==> src/pbl_regs.svh <==
// opcodes, field positions, reset values and cycle counts of the pair/bit load unit
`ifndef PBL_REGS_SVH
`define PBL_REGS_SVH
// first opcode bytes
`define PBL_OPC_EXT        8'hDC
`define PBL_OPC_LD_EA_DA   8'hCE
`define PBL_OPC_ST_EA_DA   8'hCD
`define PBL_OPC_ST_A_HL    8'hC4
`define PBL_OPC_BIT_TO_MEM 8'hFC
`define PBL_OPC_BIT_TO_C   8'hF4
// second bytes behind the extension opcode
`define PBL_SUB_LD_EA_HL   8'h08
`define PBL_SUB_ST_EA_HL   8'h00
`define PBL_SUB_EA_RR      5'h1F
`define PBL_SUB_RR_EA      5'h1E
// bit operand fields
`define PBL_MEMA_FLAG      7
`define PBL_MEMA_PORT      6
`define PBL_MEMB_TAG       4'h4
`define PBL_PORT_PAGE      4'hF
`define PBL_MEMA_RAM_PAGE  4'hB
// register file nibble slots
`define PBL_IDX_A          3'h0
`define PBL_IDX_E          3'h1
`define PBL_IDX_L          3'h2
`define PBL_IDX_H          3'h3
// reset values
`define PBL_NIB_RST        4'h0
`define PBL_PINS_RST       16'h0000
`define PBL_OE_N_RST       16'hFFFF
// execution length of two-cycle instructions
`define PBL_EXEC_CYCLES    2
`endif

==> src/pbl_pkg.sv <==
// types shared by the pair/bit load unit
package pbl_pkg;
   typedef logic [3:0] pbl_nib_t;
   typedef enum logic [1:0] {
      ST_IDLE = 2'b00,
      ST_CYC1 = 2'b01,
      ST_CYC2 = 2'b10
   } pbl_state_e;
endpackage

==> src/pbl_mem_if.sv <==
// link between the execution unit and its nibble data memory
`timescale 1ns/100ps
interface pbl_mem_if;
   logic                ce;
   logic                rd_en;
   logic [6:0]          rd_addr;
   pbl_pkg::pbl_nib_t   rd_lo;
   pbl_pkg::pbl_nib_t   rd_hi;
   logic                wr_en;
   logic [7:0]          wr_addr;
   pbl_pkg::pbl_nib_t   wr_data;
   modport exec (output ce, rd_en, rd_addr, wr_en, wr_addr, wr_data, input rd_lo, rd_hi);
   modport mem  (input ce, rd_en, rd_addr, wr_en, wr_addr, wr_data, output rd_lo, rd_hi);
endinterface

==> src/pbl_mem.sv <==
// 256 x 4 data memory split into even and odd banks, registered pair read
`timescale 1ns/100ps
`include "pbl_regs.svh"
module pbl_mem (
   input  wire logic clk_in,
   input  wire logic rst_in,
   pbl_mem_if.mem    m
);
   pbl_pkg::pbl_nib_t lo_bank [128];
   pbl_pkg::pbl_nib_t hi_bank [128];

   always_ff @(posedge clk_in) begin
      if (m.ce && m.wr_en && m.wr_addr[0]) begin
         hi_bank[m.wr_addr[7:1]] <= m.wr_data;
      end
      if (m.ce && m.wr_en && !m.wr_addr[0]) begin
         lo_bank[m.wr_addr[7:1]] <= m.wr_data;
      end
   end

   // both nibbles of an even-aligned pair come out together
   always_ff @(posedge clk_in) begin
      if (rst_in) begin
         m.rd_lo <= `PBL_NIB_RST;
         m.rd_hi <= `PBL_NIB_RST;
      end else if (m.ce && m.rd_en) begin
         m.rd_lo <= lo_bank[m.rd_addr];
         m.rd_hi <= hi_bank[m.rd_addr];
      end
   end
endmodule

==> src/pbl_exec.sv <==
// execution unit for register-pair loads/stores and single-bit carry loads
`timescale 1ns/100ps
`include "pbl_regs.svh"
// Functional notes
// - pair load via primary pointer: A gets the even nibble of the addressed pair, E the odd one
// - primary pointer pair access ignores low pointer LSB; pointer keeps its value
// - pair load from direct address: A from even address, E from following
// - pair store to direct address: A to even address, E to next; operand kept
// - copy pointer pair to accumulator: upper nibble to E, lower to A
// - copy accumulator to pointer pair: E to upper nibble, A to lower
// - single nibble store writes A at the full 8-bit primary pointer address
// - pair store via primary pointer: A to even address, E to next
// - bit move copies between carry and a memory bit; source unchanged
// - every bit move form takes two instruction cycles
// - low pointer bit form: address from operand and L[3:2], bit from L[1:0]
// - high pointer bit form: address H with operand low nibble, field picks bit
// - carry written to a port bit at addresses F0-F3 drives the pin and turns it to output
module pbl_exec (
   input  wire logic        clk_in,
   input  wire logic        rst_in,
   input  wire logic        ce_in,
   input  wire logic        start_in,
   input  wire logic [7:0]  op1_in,
   input  wire logic [7:0]  op2_in,
   input  wire logic        reg_wr_in,
   input  wire logic [2:0]  reg_sel_in,
   input  wire logic [3:0]  reg_data_in,
   input  wire logic        carry_wr_in,
   input  wire logic        carry_data_in,
   input  wire logic [15:0] pin_in,
   output logic      [7:0]  extended_accumulator_out,
   output logic      [7:0]  primary_pointer_pair_out,
   output logic      [7:0]  second_pointer_pair_out,
   output logic      [7:0]  third_pointer_pair_out,
   output logic             carry_out,
   output logic             busy_out,
   output logic             done_out,
   output logic      [15:0] pin_out,
   output logic      [15:0] pin_oe_n_out
);
   pbl_mem_if mi ();

   pbl_mem u_mem (
      .clk_in (clk_in),
      .rst_in (rst_in),
      .m      (mi.mem)
   );

   pbl_pkg::pbl_state_e st;
   pbl_pkg::pbl_state_e next_st;
   pbl_pkg::pbl_nib_t   rf [8];
   pbl_pkg::pbl_nib_t   next_rf [8];
   logic [7:0]          op1;
   logic [7:0]          op2;
   logic                carry;
   logic                next_carry;
   logic                next_done;
   logic [15:0]         pins;
   logic [15:0]         oe_n;

   // even pair index: direct operand or primary pointer, LSB dropped
   function automatic logic [6:0] pair_idx(input logic direct, input logic [7:0] da,
                                           input logic [3:0] hp, input logic [3:0] lp);
      pair_idx = direct ? da[7:1] : {hp, lp[3:1]};
   endfunction

   // nibble address and bit number of a bit operand, packed {addr, bit}
   function automatic logic [9:0] bit_loc(input logic [7:0] b, input logic [3:0] hp,
                                          input logic [3:0] lp);
      if (b[`PBL_MEMA_FLAG]) begin
         bit_loc = {(b[`PBL_MEMA_PORT] ? `PBL_PORT_PAGE : `PBL_MEMA_RAM_PAGE), b[3:0], b[5:4]};
      end else if (b[7:4] == `PBL_MEMB_TAG) begin
         bit_loc = {2'b11, b[3:0], lp[3:2], lp[1:0]};
      end else begin
         bit_loc = {hp, b[3:0], b[5:4]};
      end
   endfunction

   function automatic logic [3:0] put_bit(input logic [3:0] n, input logic [1:0] i,
                                          input logic v);
      put_bit = n;
      put_bit[i] = v;
   endfunction

   // instruction decode on the latched opcode bytes
   wire logic       is_ext      = op1 == `PBL_OPC_EXT;
   wire logic       op_ld_ea_hl = is_ext && op2 == `PBL_SUB_LD_EA_HL;
   wire logic       op_st_ea_hl = is_ext && op2 == `PBL_SUB_ST_EA_HL;
   wire logic       op_ea_rr    = is_ext && op2[7:3] == `PBL_SUB_EA_RR && !op2[0];
   wire logic       op_rr_ea    = is_ext && op2[7:3] == `PBL_SUB_RR_EA && !op2[0];
   wire logic       op_ld_ea_da = op1 == `PBL_OPC_LD_EA_DA;
   wire logic       op_st_ea_da = op1 == `PBL_OPC_ST_EA_DA;
   wire logic       op_st_a_hl  = op1 == `PBL_OPC_ST_A_HL;
   wire logic       op_bit_mem  = op1 == `PBL_OPC_BIT_TO_MEM;
   wire logic       op_bit_c    = op1 == `PBL_OPC_BIT_TO_C;
   wire logic       op_ea_load  = op_ld_ea_hl || op_ld_ea_da;
   wire logic       op_ea_store = op_st_ea_hl || op_st_ea_da;
   wire logic       op_bit      = op_bit_mem || op_bit_c;
   wire logic       direct      = op_ld_ea_da || op_st_ea_da;
   wire logic [1:0] rr          = op2[2:1];

   wire logic       go1   = ce_in && st == pbl_pkg::ST_CYC1;
   wire logic       go2   = ce_in && st == pbl_pkg::ST_CYC2;
   wire logic       taken = ce_in && st == pbl_pkg::ST_IDLE && start_in;
   wire logic       setup = ce_in && st == pbl_pkg::ST_IDLE && !start_in;

   wire logic [6:0] pair_base = pair_idx(direct, op2, rf[`PBL_IDX_H], rf[`PBL_IDX_L]);
   wire logic [9:0] bl        = bit_loc(op2, rf[`PBL_IDX_H], rf[`PBL_IDX_L]);
   wire logic [7:0] bit_addr  = bl[9:2];
   wire logic [1:0] bit_idx   = bl[1:0];
   wire logic       is_port   = bit_addr[7:4] == `PBL_PORT_PAGE;
   wire logic       port_ok   = is_port && bit_addr[3:2] == 2'b00;
   wire logic [3:0] pin       = {bit_addr[1:0], bit_idx};
   wire logic [3:0] bit_nib   = bit_addr[0] ? mi.rd_hi : mi.rd_lo;
   wire logic       bit_val   = is_port ? (port_ok && pin_in[pin]) : bit_nib[bit_idx];
   wire logic [3:0] new_nib   = put_bit(bit_nib, bit_idx, carry);

   // memory strobes: first cycle reads pairs or writes A, second writes E or the bit
   assign mi.ce      = ce_in;
   assign mi.rd_en   = go1 && (op_ea_load || op_bit);
   assign mi.rd_addr = op_bit ? bit_addr[7:1] : pair_base;
   assign mi.wr_en   = (go1 && (op_st_a_hl || op_ea_store))
                     || (go2 && (op_ea_store || (op_bit_mem && !is_port)));
   assign mi.wr_addr = go2 ? (op_bit ? bit_addr : {pair_base, 1'b1})
                     : (op_st_a_hl ? {rf[`PBL_IDX_H], rf[`PBL_IDX_L]}
                     : {pair_base, 1'b0});
   assign mi.wr_data = go2 ? (op_bit ? new_nib : rf[`PBL_IDX_E]) : rf[`PBL_IDX_A];

   always_comb begin
      next_st = st;
      next_done = 1'b0;
      case (st)
         pbl_pkg::ST_IDLE: begin
            if (start_in) begin
               next_st = pbl_pkg::ST_CYC1;
            end
         end
         pbl_pkg::ST_CYC1: begin
            next_st = op_st_a_hl ? pbl_pkg::ST_IDLE : pbl_pkg::ST_CYC2;
            next_done = op_st_a_hl;
         end
         pbl_pkg::ST_CYC2: begin
            next_st = pbl_pkg::ST_IDLE;
            next_done = 1'b1;
         end
         default: begin
            next_st = pbl_pkg::ST_IDLE;
         end
      endcase
   end

   always_comb begin
      next_rf = rf;
      if (setup && reg_wr_in) begin
         next_rf[reg_sel_in] = reg_data_in;
      end
      if (go2 && op_ea_load) begin
         next_rf[`PBL_IDX_A] = mi.rd_lo;
         next_rf[`PBL_IDX_E] = mi.rd_hi;
      end
      if (go2 && op_ea_rr) begin
         next_rf[`PBL_IDX_A] = rf[{rr, 1'b0}];
         next_rf[`PBL_IDX_E] = rf[{rr, 1'b1}];
      end
      if (go2 && op_rr_ea) begin
         next_rf[{rr, 1'b0}] = rf[`PBL_IDX_A];
         next_rf[{rr, 1'b1}] = rf[`PBL_IDX_E];
      end
   end

   always_comb begin
      next_carry = carry;
      if (setup && carry_wr_in) begin
         next_carry = carry_data_in;
      end
      if (go2 && op_bit_c) begin
         next_carry = bit_val;
      end
   end

   always_ff @(posedge clk_in) begin
      if (rst_in) begin
         st <= pbl_pkg::ST_IDLE;
         busy_out <= 1'b0;
         done_out <= 1'b0;
         carry <= 1'b0;
      end else if (ce_in) begin
         st <= next_st;
         busy_out <= next_st != pbl_pkg::ST_IDLE;
         done_out <= next_done;
         carry <= next_carry;
      end
   end

   always_ff @(posedge clk_in) begin
      if (rst_in) begin
         op1 <= 8'h00;
         op2 <= 8'h00;
      end else if (taken) begin
         op1 <= op1_in;
         op2 <= op2_in;
      end
   end

   always_ff @(posedge clk_in) begin
      if (rst_in) begin
         rf <= '{default: `PBL_NIB_RST};
      end else if (ce_in) begin
         rf <= next_rf;
      end
   end

   always_ff @(posedge clk_in) begin
      if (rst_in) begin
         pins <= `PBL_PINS_RST;
         oe_n <= `PBL_OE_N_RST;
      end else if (go2 && op_bit_mem && port_ok) begin
         pins[pin] <= carry;
         oe_n[pin] <= 1'b0;
      end
   end

   assign extended_accumulator_out = {rf[1], rf[0]};
   assign primary_pointer_pair_out = {rf[3], rf[2]};
   assign second_pointer_pair_out  = {rf[5], rf[4]};
   assign third_pointer_pair_out   = {rf[7], rf[6]};
   assign carry_out                = carry;
   assign pin_out                  = pins;
   assign pin_oe_n_out             = oe_n;
endmodule

==> config.mk <==
export PLATFORM = sky130hd
export DESIGN_NAME = pbl_exec
export DESIGN_NICKNAME = d
export VERILOG_FILES = /design/src/pbl_pkg.sv /design/src/pbl_mem_if.sv /design/src/pbl_mem.sv /design/src/pbl_exec.sv
export VERILOG_INCLUDE_DIRS = /design/src /design/src/src
export SDC_FILE = /design/constraint.sdc
export NUM_CORES = 2
export LEC_CHECK = 0
export BUFFER_PORTS_ARGS = -buffer_cell sky130_fd_sc_hd__buf_2
export CORE_MARGIN = 2
export CORE_UTILIZATION = 45
export DETAILED_ROUTE_END_ITERATION = 8
export PLACE_DENSITY = 0.64
export SYNTH_ARGS = -nofsm -noshare
export SYNTH_HDL_FRONTEND = slang
export SYNTH_HIERARCHICAL = 1
export SYNTH_SLANG_ARGS = --single-unit
==> constraint.sdc <==
create_clock -name clk_in -period 6 [get_ports clk_in]
set_input_delay 0.3 -clock clk_in [delete_from_list [all_inputs] [get_ports clk_in]]
set_output_delay 0.3 -clock clk_in [all_outputs]
set_load 0.1 [all_outputs]
=== Word-level counts from Yosys, hierarchy flattened ===
Memory sizes are Yosys's and may differ from the RTL's. A register that Yosys moved wholly into a read port is not among the register bits.
Cells that the tools add are included.

* Magnitude comparators: 10
* Eq/ne operators: 13
* Mux-type cells: 51
* Bitwise logic cells: 5
* Reductions and logical operators: 52

{| class="wikitable"
|+ Operator list
! cell !! number
|-
| 32-bit bitwise mux || 3
|-
| 32-bit two-way mux || 2
|-
| 8-bit == test, second input constant || 6
|-
| 4-bit two-way mux || 10
|-
| 8-bit two-way mux || 5
|-
| 4-bit demux with 3-bit select || 3
|-
| 1-bit logical AND || 34
|-
| 4-bit binary-select mux with 3-bit select || 2
|-
| 10-bit two-way mux || 2
|-
| 16-bit bitwise AND || 1
|-
| 16-bit bitwise mux || 1
|-
| 16-bit inverter || 1
|-
| 7-bit two-way mux || 2
|-
| 4-bit greater-or-equal comparator, second input constant || 3
|-
| 4-bit by 1-bit < comparator with 1-bit output, second input constant || 3
|-
| 3-bit inverter with 4-bit output || 3
|-
| 1-bit two-way mux || 11
|-
| 5-bit == test, second input constant || 2
|-
| 8-bit by 4-bit == test with 1-bit output, second input constant || 1
|-
| 8-bit logical NOT || 1
|-
| 1-bit logical OR || 8
|-
| 4-bit by 5-bit < comparator with 1-bit output, second input constant || 1
|-
| 1-bit binary-select mux with 4-bit select || 1
|-
| 4-bit bitwise mux || 1
|-
| 18 further kinds || 24
|}

* Register bits: 85
* Bits in writable memories: 1024
* Word-level logic and storage cells: 149
* Memories: 2

{| class="wikitable"
|+ Memory list
! memory !! depth !! width !! rd ports !! clocked after Yosys merged registers in !! write ports !! RTL line !! RTL
|-
| u_mem.hi_bank || 128 || 4 || 1 || 1 || 1 || pbl_mem.sv:10 || <nowiki>pbl_pkg::pbl_nib_t hi_bank [128];</nowiki>
|-
| u_mem.lo_bank || 128 || 4 || 1 || 1 || 1 || pbl_mem.sv:9 || <nowiki>pbl_pkg::pbl_nib_t lo_bank [128];</nowiki>
|}

=== Depth between registers and ports, before layout ===
* Depth after elaboration: 13
* Mapped depth: 19
* Depth with buffers taken out: 12

=== Modules after synthesis ===
The synthesis kept the hierarchy.

{| class="wikitable"
|+ Modules (own cells, without submodules)
! module !! times used !! cells each !! area an instance (sq um) !! seq. area each (sq um)
|-
| pbl_mem || 1 || 2061 || 40926.8 || 30909.6
|-
| pbl_exec || 1 || 592 || 4973.5 || 1701.6
|}

=== Least setup slack after synthesis ===
No wires, ideal clock.

* Path kind: register -> register
* Start: reg rf (netlist bit primary_pointer_pair_out[2])
* End: mem u_mem/hi_bank[0][2] (netlist bit), data pin
* Data arrival time: 5095 ps
* Required time: 5150 ps
* Path slack: 55 ps
* Cell stages (with the launch flop): 7
* Path through: dfxtp_1 > clkbuf_1 > mux2i_4 > mux2_2 > mux2i_1 > o21ai_0 > o21a_1

* Cells in the longest elaborated chain, start to end: 6

{| class="wikitable"
|+ Ends and longest elaborated chain
! element !! RTL line !! RTL
|-
| from (decl) || pbl_exec.sv:51 || <nowiki>pbl_pkg::pbl_nib_t rf [8];</nowiki>
|-
| from (signal assigned) || pbl_exec.sv:209 || <nowiki>rf <= next_rf;</nowiki>
|-
| 10-bit two-way mux || pbl_exec.sv:72 || <nowiki>end else if (b[7:4] == `PBL_MEMB_TAG) begin</nowiki>
|-
| 10-bit two-way mux || pbl_exec.sv:70 || <nowiki>if (b[`PBL_MEMA_FLAG]) begin</nowiki>
|-
| 4-bit two-way mux || pbl_exec.sv:114 || <nowiki>wire logic [3:0] bit_nib = bit_addr[0] ? mi.rd_hi : mi.rd_lo;</nowiki>
|-
| 4-bit bitwise mux || pbl_exec.sv:82 || <nowiki>put_bit[i] = v;</nowiki>
|-
| 4-bit two-way mux (2 in series) || pbl_exec.sv:127 || <nowiki>assign mi.wr_data = go2 ? (op_bit ? new_nib : rf[`PBL_IDX_E]) : rf[`PBL_IDX_A];</nowiki>
|-
| net mi.wr_data[2] || pbl_mem_if.sv:11 || <nowiki>pbl_pkg::pbl_nib_t wr_data;</nowiki>
|-
| to (decl) || pbl_mem.sv:10 ||
|}

The timed path passes the listed nets, and every way through them passes these cells.

=== Worst setup path in the final report ===
* Start: reg op2[6]
* End: reg u_mem.m.rd_lo[3], read port of u_mem.lo_bank

* Elaborated cells between the ends (all ways): 12
* Classes of those cells: eq/ne: 2; mux: 5; reduce/logical: 5

{| class="wikitable"
|+ RTL lines
! element !! RTL line !! RTL
|-
| from (decl) || pbl_exec.sv:54 || <nowiki>logic [7:0] op2;</nowiki>
|-
| from (signal assigned) || pbl_exec.sv:201 || <nowiki>op2 <= op2_in;</nowiki>
|-
| 4-bit by 3-bit == test with 1-bit output (no line) || n/a ||
|-
| 10-bit two-way mux || pbl_exec.sv:72 ||
|-
| 10-bit two-way mux || pbl_exec.sv:70 ||
|-
| 7-bit two-way mux || pbl_exec.sv:121 || <nowiki>assign mi.rd_addr = op_bit ? bit_addr[7:1] : pair_base;</nowiki>
|-
| net mi.rd_addr[0] || pbl_mem_if.sv:6 || <nowiki>logic [6:0] rd_addr;</nowiki>
|-
| to (decl) || pbl_mem_if.sv:13 || <nowiki>modport mem (input ce, rd_en, rd_addr, wr_en, wr_addr, wr_data, output rd_lo, rd_hi);</nowiki>
|}

The timed path passes the listed nets, and every way through them passes these cells.
A chain may end at the register's enable or synchronous reset.

==> qor.log <==
[outcome] status finished, final reports clean
[sta] final hold vios 0
[logic_synthesis] most used flip-flop cell after synthesis edfxtp_1
[worst_setup_path] maximum fanout along the worst path 65
[die] floorplan row count 117
[die] x dimension of the die 323.4 um
[worst_setup_path] required time of the worst setup path 6.58 ns
[clock_tree] Bufs on Longest Clock Path 3
[worst_setup_path] slowest stage cell, crit path a2111oi_1
[global_routing] combined global-route utilization of all metal layers 22.71%
[layout] total inserted antenna cells 0
[pwr] Pwr per Cell Area 302.8 nW/um^2
[clock_tree] clk_lat worst skew 0.70 ns
[layout] fraction of the core area covered by cells at the end of the flow 50.67%
[clock_tree] cell at the root of the clock tree clkbuf_16
[layout] final std cells w/o fill 4248
[sta] relative max-transition margin 15.72%
[drt] residual DRC count 0
[drt] DRT antenna net count 0
[drt] length of the first detailed-routing pass in iterations 6
[placement] DP Cell Count 4027
[sta] count of final setup violators 0
[layout] number of nets in the layout 2838
[pwr] highest ir drop seen on vdd 285.4 uV
[die] starting utilization of the core area 45.24%
[job] number of max-capacitance violations reported 0
[logic_synthesis] netlist area before placement 45900 sq um
[logic_synthesis] Syn Inst Count 2653
[logic_synthesis] Yosys Warn Count 6
[worst_setup_path] cell breakdown of the critical path or4b_1 -> a21boi_0 -> o22ai_1 -> nor2_4 -> buf_12 -> mux4_2 -> mux2i_1 -> a2111oi_1 -> a211oi_1 -> a2111oi_1
[worst_hold_path] type of the most critical hold path in -> reg
[logic_synthesis] share of flip-flops with an asynchronous set or reset 0%
[die] count of pins on the block boundary 113
[pwr] Tot Pwr 15.57 mW
[clock_tree] post_cts resized 0
[drt] sum of routed wire length over all layers 119300 um
[logic_synthesis] per-instance average area after synthesis 17.30 sq um
[placement] Post-Place Cell Area 47830 sq um
[logic_synthesis] number of flops mapped to enable cells by yosys 1024
[sta] shortest period the worst path allows 4.943 ns
[die] Die Outline Area 104600 sq um
[layout] area of all placed cells without fillers 51400 sq um
[placement] GP Congestion 0.8747
[sta] share of the clock period used by the worst path after layout 82.38%
[sta] max-slew violation total from the final report 0
[drt] detailed router's first-iteration violation count 3111
[global_routing] number of global-route vias before repair 25807
[worst_setup_path] reg2reg setup slack 1.06 ns
[pwr] leakage power 15.90 nW
[die] core area 101400 sq um
[layout] layout overhead on the synthesized area 11.99%
[worst_setup_path] stage delay of the slowest cell on the critical path 0.85 ns
[die] floorplan die height 323.4 um
[global_routing] Remaining Overflow, GRT 0
[clock_tree] clock transition at the registers of the reported paths 0.07 ns
[clock_tree] CTS H-Tree Depth 3
[logic_synthesis] syn_nets 2702
[placement] Port-buffer cells 112
[placement] DPL Wire Length 77570 um
[global_routing] largest net degree at the start of global routing 205
[sta] setup repair after global routing missed its margin no
[drt] number of vias in the routed layout 25831
[sta] post-route clock skew 0.03811 ns
[logic_synthesis] sequential-to-total area share from yosys stat 71.05%
[layout] share of layout cells above drive strength 1 21.42%
[clock_tree] clk sink count 1117
[drt] Routed wire per std cell 28.09 um
[worst_setup_path] endpoint arrival time on the critical path 5.53 ns
[sta] f_max 202.3 MHz
[drt] via count normalized by instance count 6.081
[logic_synthesis] number of synthesized register bits 1117
[clock_tree] CTS buffer count 111
[worst_setup_path] critical path type reg -> reg
[sta] actual slew at the worst max-slew pin 1.258 ns
[sta] sum of negative setup slack 0 ns
[worst_setup_path] cell repeated most along the worst path a2111oi_1
[clock_tree] TritonCTS clock tree built
[global_routing] initial antenna violation count 1
[worst_setup_path] type of element launching the critical path flop
[global_routing] wire length of the first global-routing pass 174400 um
[logic_synthesis] distinct cell type count of the synthesized netlist 72
[worst_setup_path] category of the worst setup path capture point flop
repair_timing:
item,in CTS,in global routing
hold buffers,17,0
buffers inserted,0,0
hold endpoints to repair,17,0
synthesized netlist by cell type, types with 4 or more instances:
library cell	instances	share of area (%)
a2111oi_1	12	0.26
a211oi_1	47	0.77
a21o_1	18	0.29
a21oi_1	65	0.71
a221oi_1	9	0.17
a22o_1	9	0.17
a22oi_1	51	0.83
a311oi_1	10	0.19
a31oi_1	4	0.055
and2_1	10	0.14
and3_1	5	0.068
buf_1	9	0.074
buf_12	10	0.44
buf_2	35	0.38
buf_4	12	0.20
buf_6	9	0.22
buf_8	11	0.36
clkbuf_1	92	0.75
dfxtp_1	93	4.1
edfxtp_1	1024	67
inv_1	16	0.13
mux2_2	4	0.098
mux2i_1	167	3.6
mux4_2	237	12
nand2_1	93	0.76
nand2b_1	10	0.14
nand3_1	29	0.32
nand3b_1	6	0.098
nand4_1	27	0.37
nor2_1	352	2.9
nor2b_1	28	0.38
nor3_1	20	0.22
nor3b_1	4	0.065
nor4_1	5	0.068
o211ai_1	11	0.18
o21a_1	6	0.098
o21ai_0	22	0.24
o21ai_1	4	0.044
o22ai_1	24	0.33
or2_2	5	0.068
placed cells by master (no fill, tap or decap), types with 28 or more instances in the layout:
cell type     n
nand3_1      29
buf_2       112
nor2b_1      28
a211oi_1     46
edfxtp_1   1024
nor2_1      349
mux2i_1     165
buf_4        63
mux4_2      237
clkbuf_16   111
dfxtp_1      93
a21oi_1      65
a22oi_1      51
nand2_1      90
critical path, delay by kind of cell (launching register included):
| family | cells | cell delay [ns] |
|---|---|---|
| buffers and inverters | 1 | 0.49 |
| AO/OA/AOI/OAI | 5 | 2.14 |
| multiplexers | 2 | 0.45 |
| flip-flops | 1 | 0.61 |
| AND/OR/NAND/NOR | 2 | 1.06 |
kinds of logic (layout without fill, tap and decap cells):
kind of cell | Yosys count | in the layout | share of synthesized area, %
DFF | 1117 | 1117 | 71.05
and+or+nand+nor | 609 | 609 | 5.893
muxes | 411 | 411 | 15.47
AOI/OAI and AO/OA | 318 | 318 | 4.942
buffers and inverters | 195 | 422 | 2.562
adders and majority gates | 3 | 3 | 0.08179
per-stage QoR:
step	worst slack [ns]	hold slack (ns)
after global placement	1.189	0.4315
after CTS	1.161	0.02344
after global routing	0.7488	0.05100
after detailed placement	1.161	0.4399
after floorplan	0.05542	0.3768
final	1.057	0.05448
final cells by class:
| type | count | area (sq um) |
|---|---|---|
| well taps | 1368 | 1712 |
| clock buffers | 139 | 2923 |
| repair buffers | 202 | 1404 |
| fillers | 8115 | 50050 |
| clock inverters | 65 | 479.2 |
| flip-flops and latches | 1117 | 32610 |
| multi-input cells | 1341 | 12210 |
| inverters | 16 | 60.06 |
final timing paths:
check | start | end | depth (start not counted)
min | ce_in | done_out$_SDFFE_PP0P_ | 3
max reg2reg | op2[6]$_SDFFE_PP0P_ | u_mem/m.rd_lo[3]$_SDFFE_PP0P_ | 10
max | op2[6]$_SDFFE_PP0P_ | u_mem/m.rd_lo[3]$_SDFFE_PP0P_ | 10
min reg2reg | pin_oe_n_out[14]$_SDFFE_PP1P_ | pin_oe_n_out[14]$_SDFFE_PP1P_ | 1
flip-flops by register name, summed over array words and instances (netlist names), 8 cells and up:
signal / count
extended_accumulator_out: 8
second_pointer_pair_out: 8
pin_out: 16
op1: 8
primary_pointer_pair_out: 8
u_mem/hi_bank: 512
third_pointer_pair_out: 8
u_mem/lo_bank: 512
pin_oe_n_out: 16
op2: 8
metal layers:
metal / track usage (%) / up-vias / routed length, um
li1: - / 10880 / -
met1: 30.91 / 13420 / 47190
met2: 37.47 / 1306 / 58020
met3: 3.619 / 225 / 10150
met4: 7.535 / 0 / 3974
met5: 0 / - / 0
power by group:
part,leakage (nW),total (mW),switching (mW),internal [mW]
sequential,10.1,8.59,0.0273,8.57
clock,1.67,6.53,2.91,3.63
combinational,4.12,0.440,0.335,0.104
Note: power is estimated with default switching activity, not from simulation.
